`config.mk`:
```
export PLATFORM = sky130hd
export DESIGN_NAME = atas_sequencer
export DESIGN_NICKNAME = d
export VERILOG_FILES = /design/src/logic/atas_pkg.sv /design/src/logic/atas_sequencer.sv
export VERILOG_INCLUDE_DIRS = /design/src /design/src/logic
export SDC_FILE = /design/constraint.sdc
export NUM_CORES = 1
export LEC_CHECK = 0
export ABC_AREA = 1
export BUFFER_PORTS_ARGS = -buffer_cell sky130_fd_sc_hd__buf_2
export CAP_MARGIN = 20
export CORE_AREA = 2 2 168 170
export CTS_BUF_LIST = sky130_fd_sc_hd__clkbuf_8
export CTS_CLUSTER_SIZE = 14
export DETAILED_ROUTE_END_ITERATION = 7
export DIE_AREA = 0 0 170 172
export PLACE_DENSITY = 0.9
export SLEW_MARGIN = 10
export SYNTH_ARGS = -nofsm -noshare
export SYNTH_HDL_FRONTEND = slang
export SYNTH_SLANG_ARGS = --single-unit
```
`constraint.sdc`:
```
create_clock -name clk -period 3.95 [get_ports clk]
set_input_delay 0.79 -clock clk [delete_from_list [all_inputs] [get_ports clk]]
set_output_delay 0.79 -clock clk [all_outputs]
set_load 0.05 [all_outputs]
```
`src/logic/atas_cfg.svh`:
```
`ifndef ATAS_CFG_SVH
`define ATAS_CFG_SVH
// Opcodes carried by the task file command byte
`define ATAS_OP_RD_MULT 8'hC4
`define ATAS_OP_WR_MULT 8'hC5
`define ATAS_OP_SET_MULT 8'hC6
`define ATAS_OP_WR_VFY 8'h3C
`define ATAS_OP_WR_BUF 8'hE8
// Long bit position inside the write sector opcode
`define ATAS_LONG_BIT 1
// Sector geometry in 16-bit words, and the sector count that a zero count stands for
`define ATAS_SECT_WORDS 9'h100
`define ATAS_WORDS_LOG2 8
`define ATAS_SECT_ZERO 9'h100
// Supported block sizes lie between these powers of two
`define ATAS_BLK_MIN 8'h02
`define ATAS_BLK_MAX 8'h10
// Clock cycles per step of the data-in strobe; each half period takes two steps
`define ATAS_UDMA_DIV 4'h4
`endif

```
`src/logic/atas_pkg.sv`:
```
package atas_pkg;
   typedef enum logic [4:0] {
      ST_IDLE = 5'b00001,
      ST_CHECK = 5'b00010,
      ST_XFER = 5'b00100,
      ST_MEDIA = 5'b01000,
      ST_DONE = 5'b10000
   } atas_state_e;
   typedef enum logic [2:0] {
      K_BAD, K_RDMA, K_WDMA, K_RMULT, K_WMULT, K_SETM, K_WSEC, K_WBUF
   } atas_kind_e;
   typedef enum logic [1:0] {MOP_READ, MOP_WRITE, MOP_VERIFY, MOP_BUFFER} atas_mop_e;
   typedef struct packed {
      logic bsy;
      logic drq;
      logic err;
      logic abrt;
   } atas_stat_s;
   typedef struct packed {
      atas_mop_e op;
      logic longMode;
   } atas_mreq_s;
endpackage : atas_pkg

```
`src/logic/atas_sequencer.sv`:
```
`timescale 1ns/10ps
`include "atas_cfg.svh"

// ****************************************
// Word buffer between host and media
// ****************************************
module atas_fifo #(
   parameter int W = 16,
   parameter int DEPTH = 8
) (
   input wire logic clk,
   input wire logic srst,
   input wire logic flush,
   input wire logic [W-1:0] inData,
   input wire logic inValid,
   output logic inReady,
   output logic [W-1:0] outData,
   output logic outValid,
   input wire logic outReady
);
   localparam int AW = $clog2(DEPTH);
   logic [W-1:0] mem [DEPTH];
   logic [AW-1:0] wrPtr_q;
   logic [AW-1:0] rdPtr_q;
   logic [AW:0] count_q;
   logic [AW:0] countD;
   logic push;
   logic pop;

   // Handshakes and fill level
   assign push = inValid && inReady;
   assign pop = outValid && outReady;
   assign countD = count_q + (AW+1)'(push) - (AW+1)'(pop);
   assign outData = mem[rdPtr_q];

   // Storage array, no reset needed
   always_ff @(posedge clk) begin
      if (push) begin
         mem[wrPtr_q] <= inData;
      end
   end

   // Pointers and registered full/empty flags
   always_ff @(posedge clk) begin
      if (srst || flush) begin
         wrPtr_q <= '0;
         rdPtr_q <= '0;
         count_q <= '0;
         inReady <= 1'b1;
         outValid <= 1'b0;
      end else begin
         if (push) begin
            wrPtr_q <= wrPtr_q + 1'b1;
         end
         if (pop) begin
            rdPtr_q <= rdPtr_q + 1'b1;
         end
         count_q <= countD;
         inReady <= countD != (AW+1)'(DEPTH);
         outValid <= countD != '0;
      end
   end
endmodule : atas_fifo

// Overview of operation
// DMA words paced by DMARQ; one ending interrupt
// Ultra read: place word, then toggle strobe
// DMA read error: send prior sectors only
// Read multiple: DRQ per block, no inner interrupts
// Whole blocks first, then remainder block
// Multiple commands abort when not enabled
// Read multiple error: still transfer block
// Zero block size disables, no error
// Reset disables multiple commands
// Sizes 2,4,8,16 set block and enable
// Other nonzero size aborts and disables
// Sector write count zero means 256
// First write buffer fill: DRQ, no interrupt
// Buffer full: DRQ low, BSY high, write
// Address tracks last sector; later sectors interrupt
// Write error stops, failing address kept
// Long write passes check bytes unchanged
// Write verify rereads each sector, reports errors
// Buffer write: DRQ plus interrupt, 256 words
// Write multiple: BSY at once, long ignored
// Write multiple error ends at failing sector
// Write multiple interrupts at each block DRQ
// Status read, command write, reset clear interrupt
module atas_sequencer #(
   parameter logic [7:0] RD_DMA_OP = 8'h01,
   parameter logic [7:0] WR_DMA_OP = 8'h02,
   parameter logic [7:0] WR_SEC_OP = 8'h04,
   parameter int FIFO_DEPTH = 8,
   parameter int LBA_W = 28
) (
   input wire logic clk,
   input wire logic srst,
   input wire logic softReset,
   input wire logic cmdWrite,
   input wire logic [7:0] cmdCode,
   input wire logic [7:0] cmdCount,
   input wire logic [LBA_W-1:0] cmdAddr,
   input wire logic statusRead,
   input wire logic udmaMode,
   input wire logic hostStrobeN,
   input wire logic dmackN,
   input wire logic [15:0] ddIn,
   output logic [15:0] ddOut,
   output logic ddOe,
   output logic dmarq,
   output logic dStrobe,
   output atas_pkg::atas_stat_s status,
   output logic multEnabled,
   output logic [4:0] blockSize,
   output logic irq,
   output logic [LBA_W-1:0] taskAddr,
   output logic mediaReq,
   output atas_pkg::atas_mreq_s mediaCmd,
   output logic [LBA_W-1:0] mediaAddr,
   input wire logic mediaStat,
   input wire logic mediaErr,
   input wire logic [15:0] mediaRdData,
   input wire logic mediaRdValid,
   output logic mediaRdReady,
   output logic [15:0] mediaWrData,
   output logic mediaWrValid,
   input wire logic mediaWrReady
);
   import atas_pkg::*;

   logic rst;
   logic [17:0] pinS1_q;
   logic [17:0] pinS2_q;
   logic strbPrev_q;
   atas_state_e state_q;
   atas_kind_e kind_q;
   atas_kind_e kindNow;
   logic long_q, vfy_q, readDir_q, dma_q, stop_q, errF_q, abrt_q, irqEvt_q, mActive_q;
   logic [7:0] cnt_q;
   logic [8:0] remain_q, reqLeft_q, mWords_q, blkN;
   logic [16:0] hostWords_q;
   logic [LBA_W-1:0] curAddr_q;
   logic [3:0] udmaCnt_q;
   logic udmaPh_q, udmaTick, udma, hostAcc, strbRise;
   logic hostWrWord, hostRdWord, blkDone, lastBlk, issue;
   logic fInReady, fOutValid, fInValid, fOutReady;
   logic [15:0] fInData, fOutData;
   logic multEn_q;
   logic [4:0] blkSize_q;

   // Map an opcode onto the command kinds this block runs
   function automatic atas_kind_e kindOf(input logic [7:0] c);
      if (c == RD_DMA_OP) kindOf = K_RDMA;
      else if (c == WR_DMA_OP) kindOf = K_WDMA;
      else if (c == `ATAS_OP_RD_MULT) kindOf = K_RMULT;
      else if (c == `ATAS_OP_WR_MULT) kindOf = K_WMULT;
      else if (c == `ATAS_OP_SET_MULT) kindOf = K_SETM;
      else if (c == `ATAS_OP_WR_BUF) kindOf = K_WBUF;
      else if (c[7:2] == WR_SEC_OP[7:2] || c == `ATAS_OP_WR_VFY) kindOf = K_WSEC;
      else kindOf = K_BAD;
   endfunction : kindOf

   // Sectors in the next block; the min() yields the remainder block
   function automatic logic [8:0] blockLen(input atas_kind_e k, input logic [8:0] rem,
                                           input logic [4:0] bs);
      if (k == K_RMULT || k == K_WMULT) blockLen = (rem > {4'h0, bs}) ? {4'h0, bs} : rem;
      else if (k == K_RDMA || k == K_WDMA) blockLen = rem;
      else blockLen = 9'h001;
   endfunction : blockLen

   // ****************************************
   // Pin synchronisers and strobe edges
   // ****************************************
   assign rst = srst || softReset;
   assign kindNow = kindOf(cmdCode);
   assign blkN = blockLen(kind_q, remain_q, blkSize_q);

   // Strobe, acknowledge and data bus are all asynchronous to clk
   always_ff @(posedge clk) begin
      if (rst) begin
         pinS1_q <= 18'h30000;
         pinS2_q <= 18'h30000;
      end else begin
         pinS1_q <= {hostStrobeN, dmackN, ddIn};
         pinS2_q <= pinS1_q;
      end
   end

   // Host cycles complete on the rising edge of the active-low strobe
   assign strbRise = pinS2_q[17] && !strbPrev_q;
   assign hostAcc = dma_q ? !pinS2_q[16] : 1'b1;
   assign udma = udmaMode && dma_q && readDir_q;
   assign udmaTick = udmaCnt_q == `ATAS_UDMA_DIV - 4'h1;
   assign hostWrWord = state_q == ST_XFER && !readDir_q && hostAcc && strbRise
                       && hostWords_q != '0;
   assign hostRdWord = state_q == ST_XFER && readDir_q && fOutValid && hostWords_q != '0
                       && (udma ? (udmaTick && !udmaPh_q && !pinS2_q[16])
                                : (hostAcc && strbRise));

   // ****************************************
   // Data buffer steering
   // ****************************************
   assign fInData = readDir_q ? mediaRdData : pinS2_q[15:0];
   assign fInValid = readDir_q ? (mediaRdValid && mActive_q) : hostWrWord;
   assign fOutReady = readDir_q ? hostRdWord : (mediaWrReady && mActive_q);

   atas_fifo #(.W(16), .DEPTH(FIFO_DEPTH)) u_fifo (
      .clk(clk),
      .srst(rst),
      .flush(state_q == ST_CHECK),
      .inData(fInData),
      .inValid(fInValid),
      .inReady(fInReady),
      .outData(fOutData),
      .outValid(fOutValid),
      .outReady(fOutReady)
   );
   assign mediaRdReady = fInReady;
   assign mediaWrData = fOutData;
   assign mediaWrValid = fOutValid;

   // ****************************************
   // Command sequencer
   // ****************************************
   // A block ends when the host has moved all words, or the media is drained
   assign blkDone = (state_q == ST_XFER && readDir_q
                     && (hostWords_q == '0 || (stop_q && !mActive_q && !fOutValid)))
                    || (state_q == ST_MEDIA && reqLeft_q == '0 && !mActive_q);
   assign lastBlk = remain_q == '0 || stop_q || errF_q;
   assign issue = (state_q == ST_XFER || state_q == ST_MEDIA) && !mActive_q
                  && reqLeft_q != '0 && !stop_q && !mediaReq;

   // Main control: decode, block setup, media requests and word counts
   always_ff @(posedge clk) begin
      irqEvt_q <= 1'b0;
      mediaReq <= 1'b0;
      if (rst) begin
         state_q <= ST_IDLE;
         kind_q <= K_BAD;
         multEn_q <= 1'b0;
         blkSize_q <= 5'h00;
         {long_q, vfy_q, readDir_q, dma_q, stop_q, errF_q, abrt_q, mActive_q} <= 8'h00;
         cnt_q <= 8'h00;
         remain_q <= 9'h000;
         reqLeft_q <= 9'h000;
         mWords_q <= 9'h000;
         hostWords_q <= 17'h00000;
         curAddr_q <= '0;
         taskAddr <= '0;
         mediaAddr <= '0;
         mediaCmd <= '0;
      end else begin
         if (hostWrWord || hostRdWord) begin
            hostWords_q <= hostWords_q - 17'h00001;
         end
         // Issue the next sector of the block to the media engine
         if (issue) begin
            mediaReq <= 1'b1;
            mediaAddr <= curAddr_q;
            mActive_q <= 1'b1;
            reqLeft_q <= reqLeft_q - 9'h001;
            mWords_q <= `ATAS_SECT_WORDS;
         end
         if (readDir_q && mediaRdValid && fInReady && mActive_q) begin
            mWords_q <= mWords_q - 9'h001;
            mActive_q <= mWords_q != 9'h001;
         end
         // Sector outcome: address names the last good or the failing sector
         if (mediaStat && mActive_q) begin
            taskAddr <= curAddr_q;
            if (mediaErr) begin
               errF_q <= 1'b1;
               if (!readDir_q || dma_q) begin
                  stop_q <= 1'b1;
                  mActive_q <= 1'b0;
               end
            end else begin
               curAddr_q <= curAddr_q + 1'b1;
               if (!readDir_q) begin
                  mActive_q <= 1'b0;
               end
            end
         end
         case (state_q)
            ST_IDLE: begin
               if (cmdWrite) begin
                  kind_q <= kindNow;
                  cnt_q <= cmdCount;
                  long_q <= cmdCode[`ATAS_LONG_BIT];
                  vfy_q <= cmdCode == `ATAS_OP_WR_VFY;
                  readDir_q <= kindNow == K_RDMA || kindNow == K_RMULT;
                  dma_q <= kindNow == K_RDMA || kindNow == K_WDMA;
                  remain_q <= (cmdCount == 8'h00) ? `ATAS_SECT_ZERO : {1'b0, cmdCount};
                  curAddr_q <= cmdAddr;
                  {stop_q, errF_q, abrt_q, mActive_q} <= 4'h0;
                  state_q <= ST_CHECK;
               end
            end
            ST_CHECK: begin
               // Long mode only for single sector writes; ignored elsewhere
               mediaCmd.longMode <= long_q && kind_q == K_WSEC;
               mediaCmd.op <= readDir_q ? MOP_READ : (kind_q == K_WBUF) ? MOP_BUFFER
                              : vfy_q ? MOP_VERIFY : MOP_WRITE;
               case (kind_q)
                  K_SETM: begin
                     state_q <= ST_DONE;
                     if (cnt_q == 8'h00) begin
                        multEn_q <= 1'b0;
                     end else if (cnt_q >= `ATAS_BLK_MIN && cnt_q <= `ATAS_BLK_MAX
                                  && (cnt_q & (cnt_q - 8'h01)) == 8'h00) begin
                        multEn_q <= 1'b1;
                        blkSize_q <= cnt_q[4:0];
                     end else begin
                        multEn_q <= 1'b0;
                        abrt_q <= 1'b1;
                     end
                  end
                  K_BAD: begin
                     abrt_q <= 1'b1;
                     state_q <= ST_DONE;
                  end
                  default: begin
                     if ((kind_q == K_RMULT || kind_q == K_WMULT) && !multEn_q) begin
                        abrt_q <= 1'b1;
                        state_q <= ST_DONE;
                     end else begin
                        // First block: no interrupt for single sector writes
                        irqEvt_q <= kind_q == K_WMULT || kind_q == K_WBUF
                                    || kind_q == K_RMULT;
                        reqLeft_q <= blkN;
                        hostWords_q <= 17'(blkN) << `ATAS_WORDS_LOG2;
                        remain_q <= remain_q - blkN;
                        state_q <= ST_XFER;
                     end
                  end
               endcase
            end
            ST_XFER: begin
               if (stop_q && !readDir_q) begin
                  state_q <= ST_DONE;
               end else if (!readDir_q && hostWords_q == '0) begin
                  state_q <= ST_MEDIA;
               end
            end
            ST_MEDIA: begin
               if (stop_q) begin
                  state_q <= ST_DONE;
               end
            end
            ST_DONE: begin
               // DMA and errors interrupt once here; read multiple did per block
               irqEvt_q <= abrt_q || errF_q || !(kind_q == K_RMULT || kind_q == K_WBUF);
               state_q <= ST_IDLE;
            end
            default: begin
               state_q <= ST_IDLE;
            end
         endcase
         // Next block opens with DRQ and, unless DMA, an interrupt
         if (blkDone) begin
            if (lastBlk) begin
               state_q <= ST_DONE;
            end else begin
               irqEvt_q <= !dma_q;
               reqLeft_q <= blkN;
               hostWords_q <= 17'(blkN) << `ATAS_WORDS_LOG2;
               remain_q <= remain_q - blkN;
               state_q <= ST_XFER;
            end
         end
      end
   end

   // ****************************************
   // Status, interrupt and host pins
   // ****************************************
   assign multEnabled = multEn_q;
   assign blockSize = blkSize_q;

   // Status follows state by one cycle; write multiple is busy at once
   always_ff @(posedge clk) begin
      if (rst) begin
         status <= '0;
      end else begin
         status.bsy <= state_q == ST_CHECK || state_q == ST_MEDIA;
         status.drq <= state_q == ST_XFER;
         status.err <= errF_q || abrt_q;
         status.abrt <= abrt_q;
      end
   end

   // A new event wins over a clear arriving in the same cycle
   always_ff @(posedge clk) begin
      if (rst) begin
         irq <= 1'b0;
      end else if (irqEvt_q) begin
         irq <= 1'b1;
      end else if (statusRead || cmdWrite) begin
         irq <= 1'b0;
      end
   end

   // Data bus, DMA request and data-in strobe
   always_ff @(posedge clk) begin
      if (rst) begin
         strbPrev_q <= 1'b1;
         udmaCnt_q <= 4'h0;
         udmaPh_q <= 1'b0;
         ddOut <= 16'h0000;
         ddOe <= 1'b0;
         dmarq <= 1'b0;
         dStrobe <= 1'b1;
      end else begin
         strbPrev_q <= pinS2_q[17];
         udmaCnt_q <= udmaTick ? 4'h0 : udmaCnt_q + 4'h1;
         // Request only when the buffer can take or give a word
         dmarq <= state_q == ST_XFER && dma_q && hostWords_q != '0
                  && (readDir_q ? fOutValid : fInReady);
         ddOe <= state_q == ST_XFER && readDir_q
                 && (udma ? !pinS2_q[16] : (hostAcc && !pinS2_q[17]));
         if (udma) begin
            if (hostRdWord) begin
               ddOut <= fOutData;
               udmaPh_q <= 1'b1;
            end else if (udmaTick && udmaPh_q) begin
               dStrobe <= !dStrobe;
               udmaPh_q <= 1'b0;
            end
         end else begin
            ddOut <= fOutData;
         end
      end
   end

   // ****************************************
   // Assertions
   // ****************************************
   property p_setm_zero;
      @(posedge clk) disable iff (rst)
      (state_q == ST_CHECK && kind_q == K_SETM && cnt_q == 8'h00) |=> !multEn_q && !abrt_q;
   endproperty
   a_setm_zero: assert property (p_setm_zero) else $error("zero size not disabled");

   property p_setm_ok;
      @(posedge clk) disable iff (rst)
      (state_q == ST_CHECK && kind_q == K_SETM && cnt_q inside {8'h02, 8'h04, 8'h08, 8'h10})
      |=> multEn_q && blkSize_q == $past(cnt_q[4:0]) ##2 !status.abrt;
   endproperty
   a_setm_ok: assert property (p_setm_ok) else $error("valid size not taken");

   property p_setm_bad;
      @(posedge clk) disable iff (rst)
      (state_q == ST_CHECK && kind_q == K_SETM && cnt_q != 8'h00
       && !(cnt_q inside {8'h02, 8'h04, 8'h08, 8'h10})) |=> abrt_q && !multEn_q ##2 status.abrt;
   endproperty
   a_setm_bad: assert property (p_setm_bad) else $error("bad size not aborted");

   property p_mult_off;
      @(posedge clk) disable iff (rst)
      (state_q == ST_CHECK && kind_q inside {K_RMULT, K_WMULT} && !multEn_q)
      |=> state_q == ST_DONE && abrt_q ##1 irqEvt_q;
   endproperty
   a_mult_off: assert property (p_mult_off) else $error("disabled multiple ran");

   property p_reset_off;
      @(posedge clk) $fell(rst) |-> !multEn_q;
   endproperty
   a_reset_off: assert property (p_reset_off) else $error("multiple on after reset");

   property p_first_fill;
      @(posedge clk) disable iff (rst)
      (state_q == ST_CHECK && kind_q == K_WSEC) |=> !irqEvt_q ##1 status.drq;
   endproperty
   a_first_fill: assert property (p_first_fill) else $error("first fill interrupted");

   property p_dma_irq;
      @(posedge clk) disable iff (rst)
      (dma_q && irqEvt_q) |-> $past(state_q) == ST_DONE;
   endproperty
   a_dma_irq: assert property (p_dma_irq) else $error("DMA early interrupt");

   property p_wr_stop;
      @(posedge clk) disable iff (rst)
      (mediaStat && mediaErr && mActive_q && !readDir_q) |=> !mediaReq [*2] ##0 state_q == ST_DONE;
   endproperty
   a_wr_stop: assert property (p_wr_stop) else $error("write went on after error");

   property p_rd_stop;
      @(posedge clk) disable iff (rst)
      (mediaStat && mediaErr && mActive_q && readDir_q && dma_q) |=> stop_q && !mediaReq [*3];
   endproperty
   a_rd_stop: assert property (p_rd_stop) else $error("failing sector requested on");

   property p_udma;
      @(posedge clk) disable iff (rst)
      $changed(dStrobe) |-> $stable(ddOut) && $past(udmaPh_q);
   endproperty
   a_udma: assert property (p_udma) else $error("strobe moved with data");

   property p_wmult_irq;
      @(posedge clk) disable iff (rst)
      ($rose(state_q == ST_XFER) && kind_q == K_WMULT) |-> irqEvt_q ##1 irq;
   endproperty
   a_wmult_irq: assert property (p_wmult_irq) else $error("block without interrupt");
endmodule : atas_sequencer

```
[Word level (Yosys, flattened, before mapping)]
Memories as Yosys holds them, arrays and structs flattened. A register that Yosys moved wholly into a read port is not among the register bits.
Cells that the tools add are included.
W data, S select, Z words.
Cells by class
  add/subtract/negate cells: 11
  $lt $le $gt $ge: 3
  equal/unequal tests: 34
  mux-type cells: 95
  bitwise gates (word level): 3
  reduce and logical (&&, ||, !) cells: 100
Operator list (count)
  $mux W9: 17
  $mux W28: 4
  $mux W17: 6
  $mux W16: 3
  $logic_and A1 B1 Y1: 43
  $mux W1: 40
  $mux W5: 8
  $eq A8 B8 Y1 const B: 4
  $add A28 B1 Y28 const B: 1
  $mux W3: 9
  $logic_not A8 Y1: 3
  $logic_or A1 B1 Y1: 21
  $pmux W5 S4: 1
  $logic_not A9 Y1: 2
  $pmux W9 S2: 1
  $sub A9 B1 Y9 const B: 2
  $logic_not A17 Y1: 1
  $reduce_bool A17 Y1: 1
  $sub A17 B1 Y17 const B: 1
  $logic_not A1 Y1: 13
  $eq A3 B2 Y1 const B: 4
  $eq A3 B3 Y1 const B: 4
  $ne A3 B3 Y1 const B: 4
  $ne A4 B4 Y1 const B: 3
  36 further kinds: 50
Word-level totals
  register bits: 241
  memory bits (writable): 128
  output and inout bits: 108
  memories: 1
Memory list
  u_fifo.mem: depth 8, width 16, rd ports 1, clocked after memory_dff 1, wr ports 1, line atas_sequencer.sv:22  | logic [W-1:0] mem [DEPTH];

[Logic depth before layout (Yosys ltp)]
  word-level depth: 13
  depth in mapped cells: 26

[Hierarchy]
A second synthesis with hierarchy kept.
Unflattened totals
  cells, all modules: 2178
  area total of the unflattened synthesis: 17128.9 um2
Modules (own cells, without submodules)
  atas_sequencer: times used 1, cells an instance 1522, area each 10914.2 um2, sequential area each 4584.4 um2
  atas_fifo: times used 1, cells an instance 656, area each 6214.7 um2, sequential area each 4144.0 um2

[Worst setup path before layout]
OpenSTA, ideal clock, no wires.
  kind: input-to-reg
  start: input mediaRdValid
  end: memory u_fifo.mem[0][0] (enable)
  library setup time: 0.409 ns
  data arrival time: 2.694 ns
  data required time: 3.541 ns
  slack: 0.846 ns
  stages: 5
  cell sequence: nand4_1 -> clkinv_1 -> a21oi_2 -> or2_1 -> nor3_1
Between the ends
  longest elaborated chain between the ends: 5
Ends and longest elaborated chain
  start, declared: line atas_sequencer.sv:123  | input wire logic mediaRdValid,
  $logic_and A1 B1 Y1: line atas_sequencer.sv:204  | assign fInValid = readDir_q ? (mediaRdValid && mActive_q) : hostWrWord;
  $mux W1: line atas_sequencer.sv:204
  $logic_and A1 B1 Y1: line atas_sequencer.sv:31  | assign push = inValid && inReady;
  $mux W1: line atas_sequencer.sv:38  | if (push) begin
  $mux W1 (implied by the code): line atas_sequencer.sv:39  | mem[wrPtr_q] <= inData;
  end, declared: line atas_sequencer.sv:22
No other way between the ends.

==> flow_metrics.env <==
export IMPL_via_per_inst=5.69
export IMPL_setup_viol=0
export IMPL_max_vdd_ir_drop_mv=0.264
export IMPL_synth_area_leaders="dfxtp_1 30%, edfxtp_1 24%, nand2_1 9.3%"
export IMPL_cts_root_buf="clkbuf_8"
export IMPL_cts_sinks=372
export IMPL_die_w_um=170
export IMPL_path_max_fanout=63
export IMPL_r2r_start="blockSize[4]$_SDFFE_PP0P_"
export IMPL_fin_nets=2296
export IMPL_ctsResizeCount=0
export IMPL_gp_congestion=0.954
export IMPL_rsz0062_at_grt="no"
export IMPL_final_area_mm2=0.0188
export IMPL_ios=196
export IMPL_fillers=2010
export IMPL_cpMostUsedCell="nand2_1"
export IMPL_dieHeight_um=172
export IMPL_drc_errors=0
export IMPL_io_buffers=195
export IMPL_fin_skew_ns=0.0545
export IMPL_p_clk_share_pct=42.6
export IMPL_hold_viol_final=0
export IMPL_rows=61
export IMPL_yosys_warnings=0
export IMPL_layout_common_cells="402 x nand2_1, 283 x nor2_1, 244 x dfxtp_1, 238 x inv_1, 195 x buf_2"
export IMPL_cp_slowest_cell="buf_4"
export IMPL_coreArea_mm2=0.0275
export IMPL_ff2ff_path_depth=25
export IMPL_power_density_mw_per_mm2=407
export IMPL_cts_tree="yes"
export IMPL_hold_class="in -> reg"
export IMPL_status="completed"
export IMPL_syn_inst=1979
export IMPL_worst_ep_required_time_ns=3.16
export IMPL_timing_setup_tns_ns=0
export IMPL_avgSynthCellArea_um2=8.24
export IMPL_synthToLayoutAreaGrowth_pct=15.1
export IMPL_start_util_pct=59.4
export IMPL_wl_per_cell_um=16.7
export IMPL_ys_seq_elements=372
export IMPL_seq_area_mm2=0.00873
export IMPL_yosysSeqAreaShare_pct=53.5
export IMPL_synth_top_area_share_pct=29.9
export IMPL_finalCritPeriodShare_pct=86.7
export IMPL_insertion_delay_ns=0.63
export IMPL_cts_hold_buffers_added=0
export IMPL_p_int_mw=5.85
export IMPL_clk_pin_slew_ns=0.07
export IMPL_drtIter0Drc=1432
export IMPL_drv_slew=0
export IMPL_htree_levels=2
export IMPL_synth_distinct_cells=49
export IMPL_final_util_pct=68.3
export IMPL_power_mw=7.64
export IMPL_min_to="curAddr_q[27]$_SDFF_PP0_"
export IMPL_worstSetupEndpointType="output pin"
export IMPL_crit_chain="buf_4 -> nor2_1 -> o32ai_1 -> nand2_1 -> nand2_1 -> buf_2"
export IMPL_r2r_end="remain_q[8]$_SDFF_PP0_"
export IMPL_routed_wl_um=42900
export IMPL_die_area_mm2=0.0292
export IMPL_cts_max_path_buffers=3
export IMPL_grt_pass1_wl_um=68800
export IMPL_grt_max_degree=67
export IMPL_critPathLaunchType="flop"
export IMPL_dp_hpwl_um=29600
export IMPL_pwr_share_seq_pct=52.5
export IMPL_cts_setup_buffers=0
export IMPL_ant_nets=0
export IMPL_drive_gt1_share_pct=15.6
export IMPL_p_leak_nw=8.38
export IMPL_crit_type="reg -> out"
export IMPL_placedInstanceArea_mm2=0.0176
export IMPL_hold_path_depth=3
export IMPL_tightest_slew_ns=1.05
export IMPL_drv_cap=0
export IMPL_comb_power_share_pct=4.9
export IMPL_syn_nets=2094
export IMPL_slew_headroom_pct=29.6
export IMPL_grt_remaining_overflow=0
export IMPL_p_sw_mw=1.79
export IMPL_netlist_area_mm2=0.0163
export IMPL_reg2reg_slack_ns=0.81
export IMPL_arrival_ns=2.63
export IMPL_cpLargestDelayFamily="buffers and inverters"
export IMPL_period_needed_ns=3.42
export IMPL_path_buf_inv=2
export IMPL_critPathMaxStageDelay_ns=0.55
export IMPL_dp_slack_ns=0.714
export IMPL_cts_buffers=55
export IMPL_yosys_area_top_type="dfxtp_1"
export IMPL_multi_input_area_mm2=0.00640
export IMPL_fmax_mhz=292
export IMPL_drtPass1Iterations=6
export IMPL_swShare_pct=23.4
export IMPL_grtUsageTotal_pct=29.2
export IMPL_fin_ws_ns=0.527
export IMPL_grt_pass1_vias=14200
export IMPL_worstHoldStart="cmdAddr[27]"
export IMPL_final_common_cell="nand2_1"
export IMPL_routed_via_count=14600
export IMPL_antenna_found_initial=3
==> cell type report <==
class                      count  share of cell area [%]
inverter                     229                    4.58
multi-input combinational   1304                    34.1
antenna                        1                  0.0133
clock inverter                35                    1.36
clock buffer                  67                    4.91
timing repair buffer         219                    6.23
sequential                   372                    46.5
tap                          346                    2.31
==> power groups by stage <==
stage | clock network [mW] | registers [mW] | logic (mW)
6_report | 3.25 | 4.01 | 0.374
5_1_grt | 3.44 | 4.01 | 0.415
4_1_cts | 3.27 | 4.01 | 0.369
3_3_place_gp | 0 | 4.09 | 0.354
2_1_floorplan | 0 | 4.11 | 0.214
3_5_place_dp | 0 | 4.09 | 0.365
==> routing by layer <==
layer,global-route usage (%),wire length [µm],vias up
met4,13.1,1740,4
li1,-,-,6945
met5,0,30,-
met2,49.0,20300,740
met1,35.6,16600,6807
met3,7.78,4260,151
==> synthesized netlist by cell type, drive strengths merged <==
library cell,instances
o221ai,2
nand4,24
a21oi,144
a21boi,1
o32ai,32
nand3,77
nor2,296
clkbuf,48
a32o,2
ha,25
a31oi,15
o21bai,2
or2,12
and2,3
dfxtp,244
nand3b,1
clkinv,3
nor4,7
o31ai,4
edfxtp,128
buf,26
nand2,410
xnor2,7
o211ai,7
a211oi,2
nor3,24
fa,2
xor2,26
a22oi,1
a2111oi,1
o21ai,169
o22ai,8
inv,226
==> worst max path at each step <==
stage	cells after the start	slack, ns	startpoint	to
after floorplan	5	0.85	mediaRdValid	u_fifo.mem[0][0]$_DFFE_PP_
after global placement	17	0.82	udmaMode	u_fifo.outValid$_SDFF_PP0_
after detailed placement	17	0.71	udmaMode	u_fifo.outValid$_SDFF_PP0_
after CTS	6	0.56	flop	mediaWrData[3]
after global routing	6	0.39	flop	mediaWrData[3]
final	6	0.53	flop	mediaWrData[3]
==> flip-flops by register name, indices dropped and copies added (netlist names), 4 cells and up, named ones only <==
register	count
u_fifo.count_q	4
curAddr_q	28
blockSize	5
pinS2_q	18
hostWords_q	17
mediaAddr	28
reqLeft_q	9
state_q	5
mWords_q	9
ddOut	16
remain_q	9
taskAddr	28
pinS1_q	18
u_fifo.mem	128
status	4
cnt_q	8
udmaCnt_q	4
==> metrics by stage <==
| step | std cells | hold WS [ns] |
|---|---|---|
| after detailed placement | 2470 | 0.400 |
| after global routing | 2573 | 0.371 |
| after CTS | 2572 | 0.359 |
| final | 2573 | 0.371 |
| after floorplan | 1979 | 0.393 |
| after global placement | 2470 | 0.395 |
==> worst min-delay path, cell delays in order <==
cell,delay (ns)
buf_2,0.07
nand2_1,0.04
nand2_1,0.05
==> cell families after synthesis <==
group                      count (synthesis)  share of synthesized area (%)
and+or+nand+nor                          854                           21.9
AOI/OAI and AO/OA                        390                           13.3
DFF                                      372                           53.5
buffers and inverters                    303                           7.33
xor gates and xnor gates                  33                           1.77
adders and majority gates                 27                           2.16
Power figures use the tool's default switching activity.
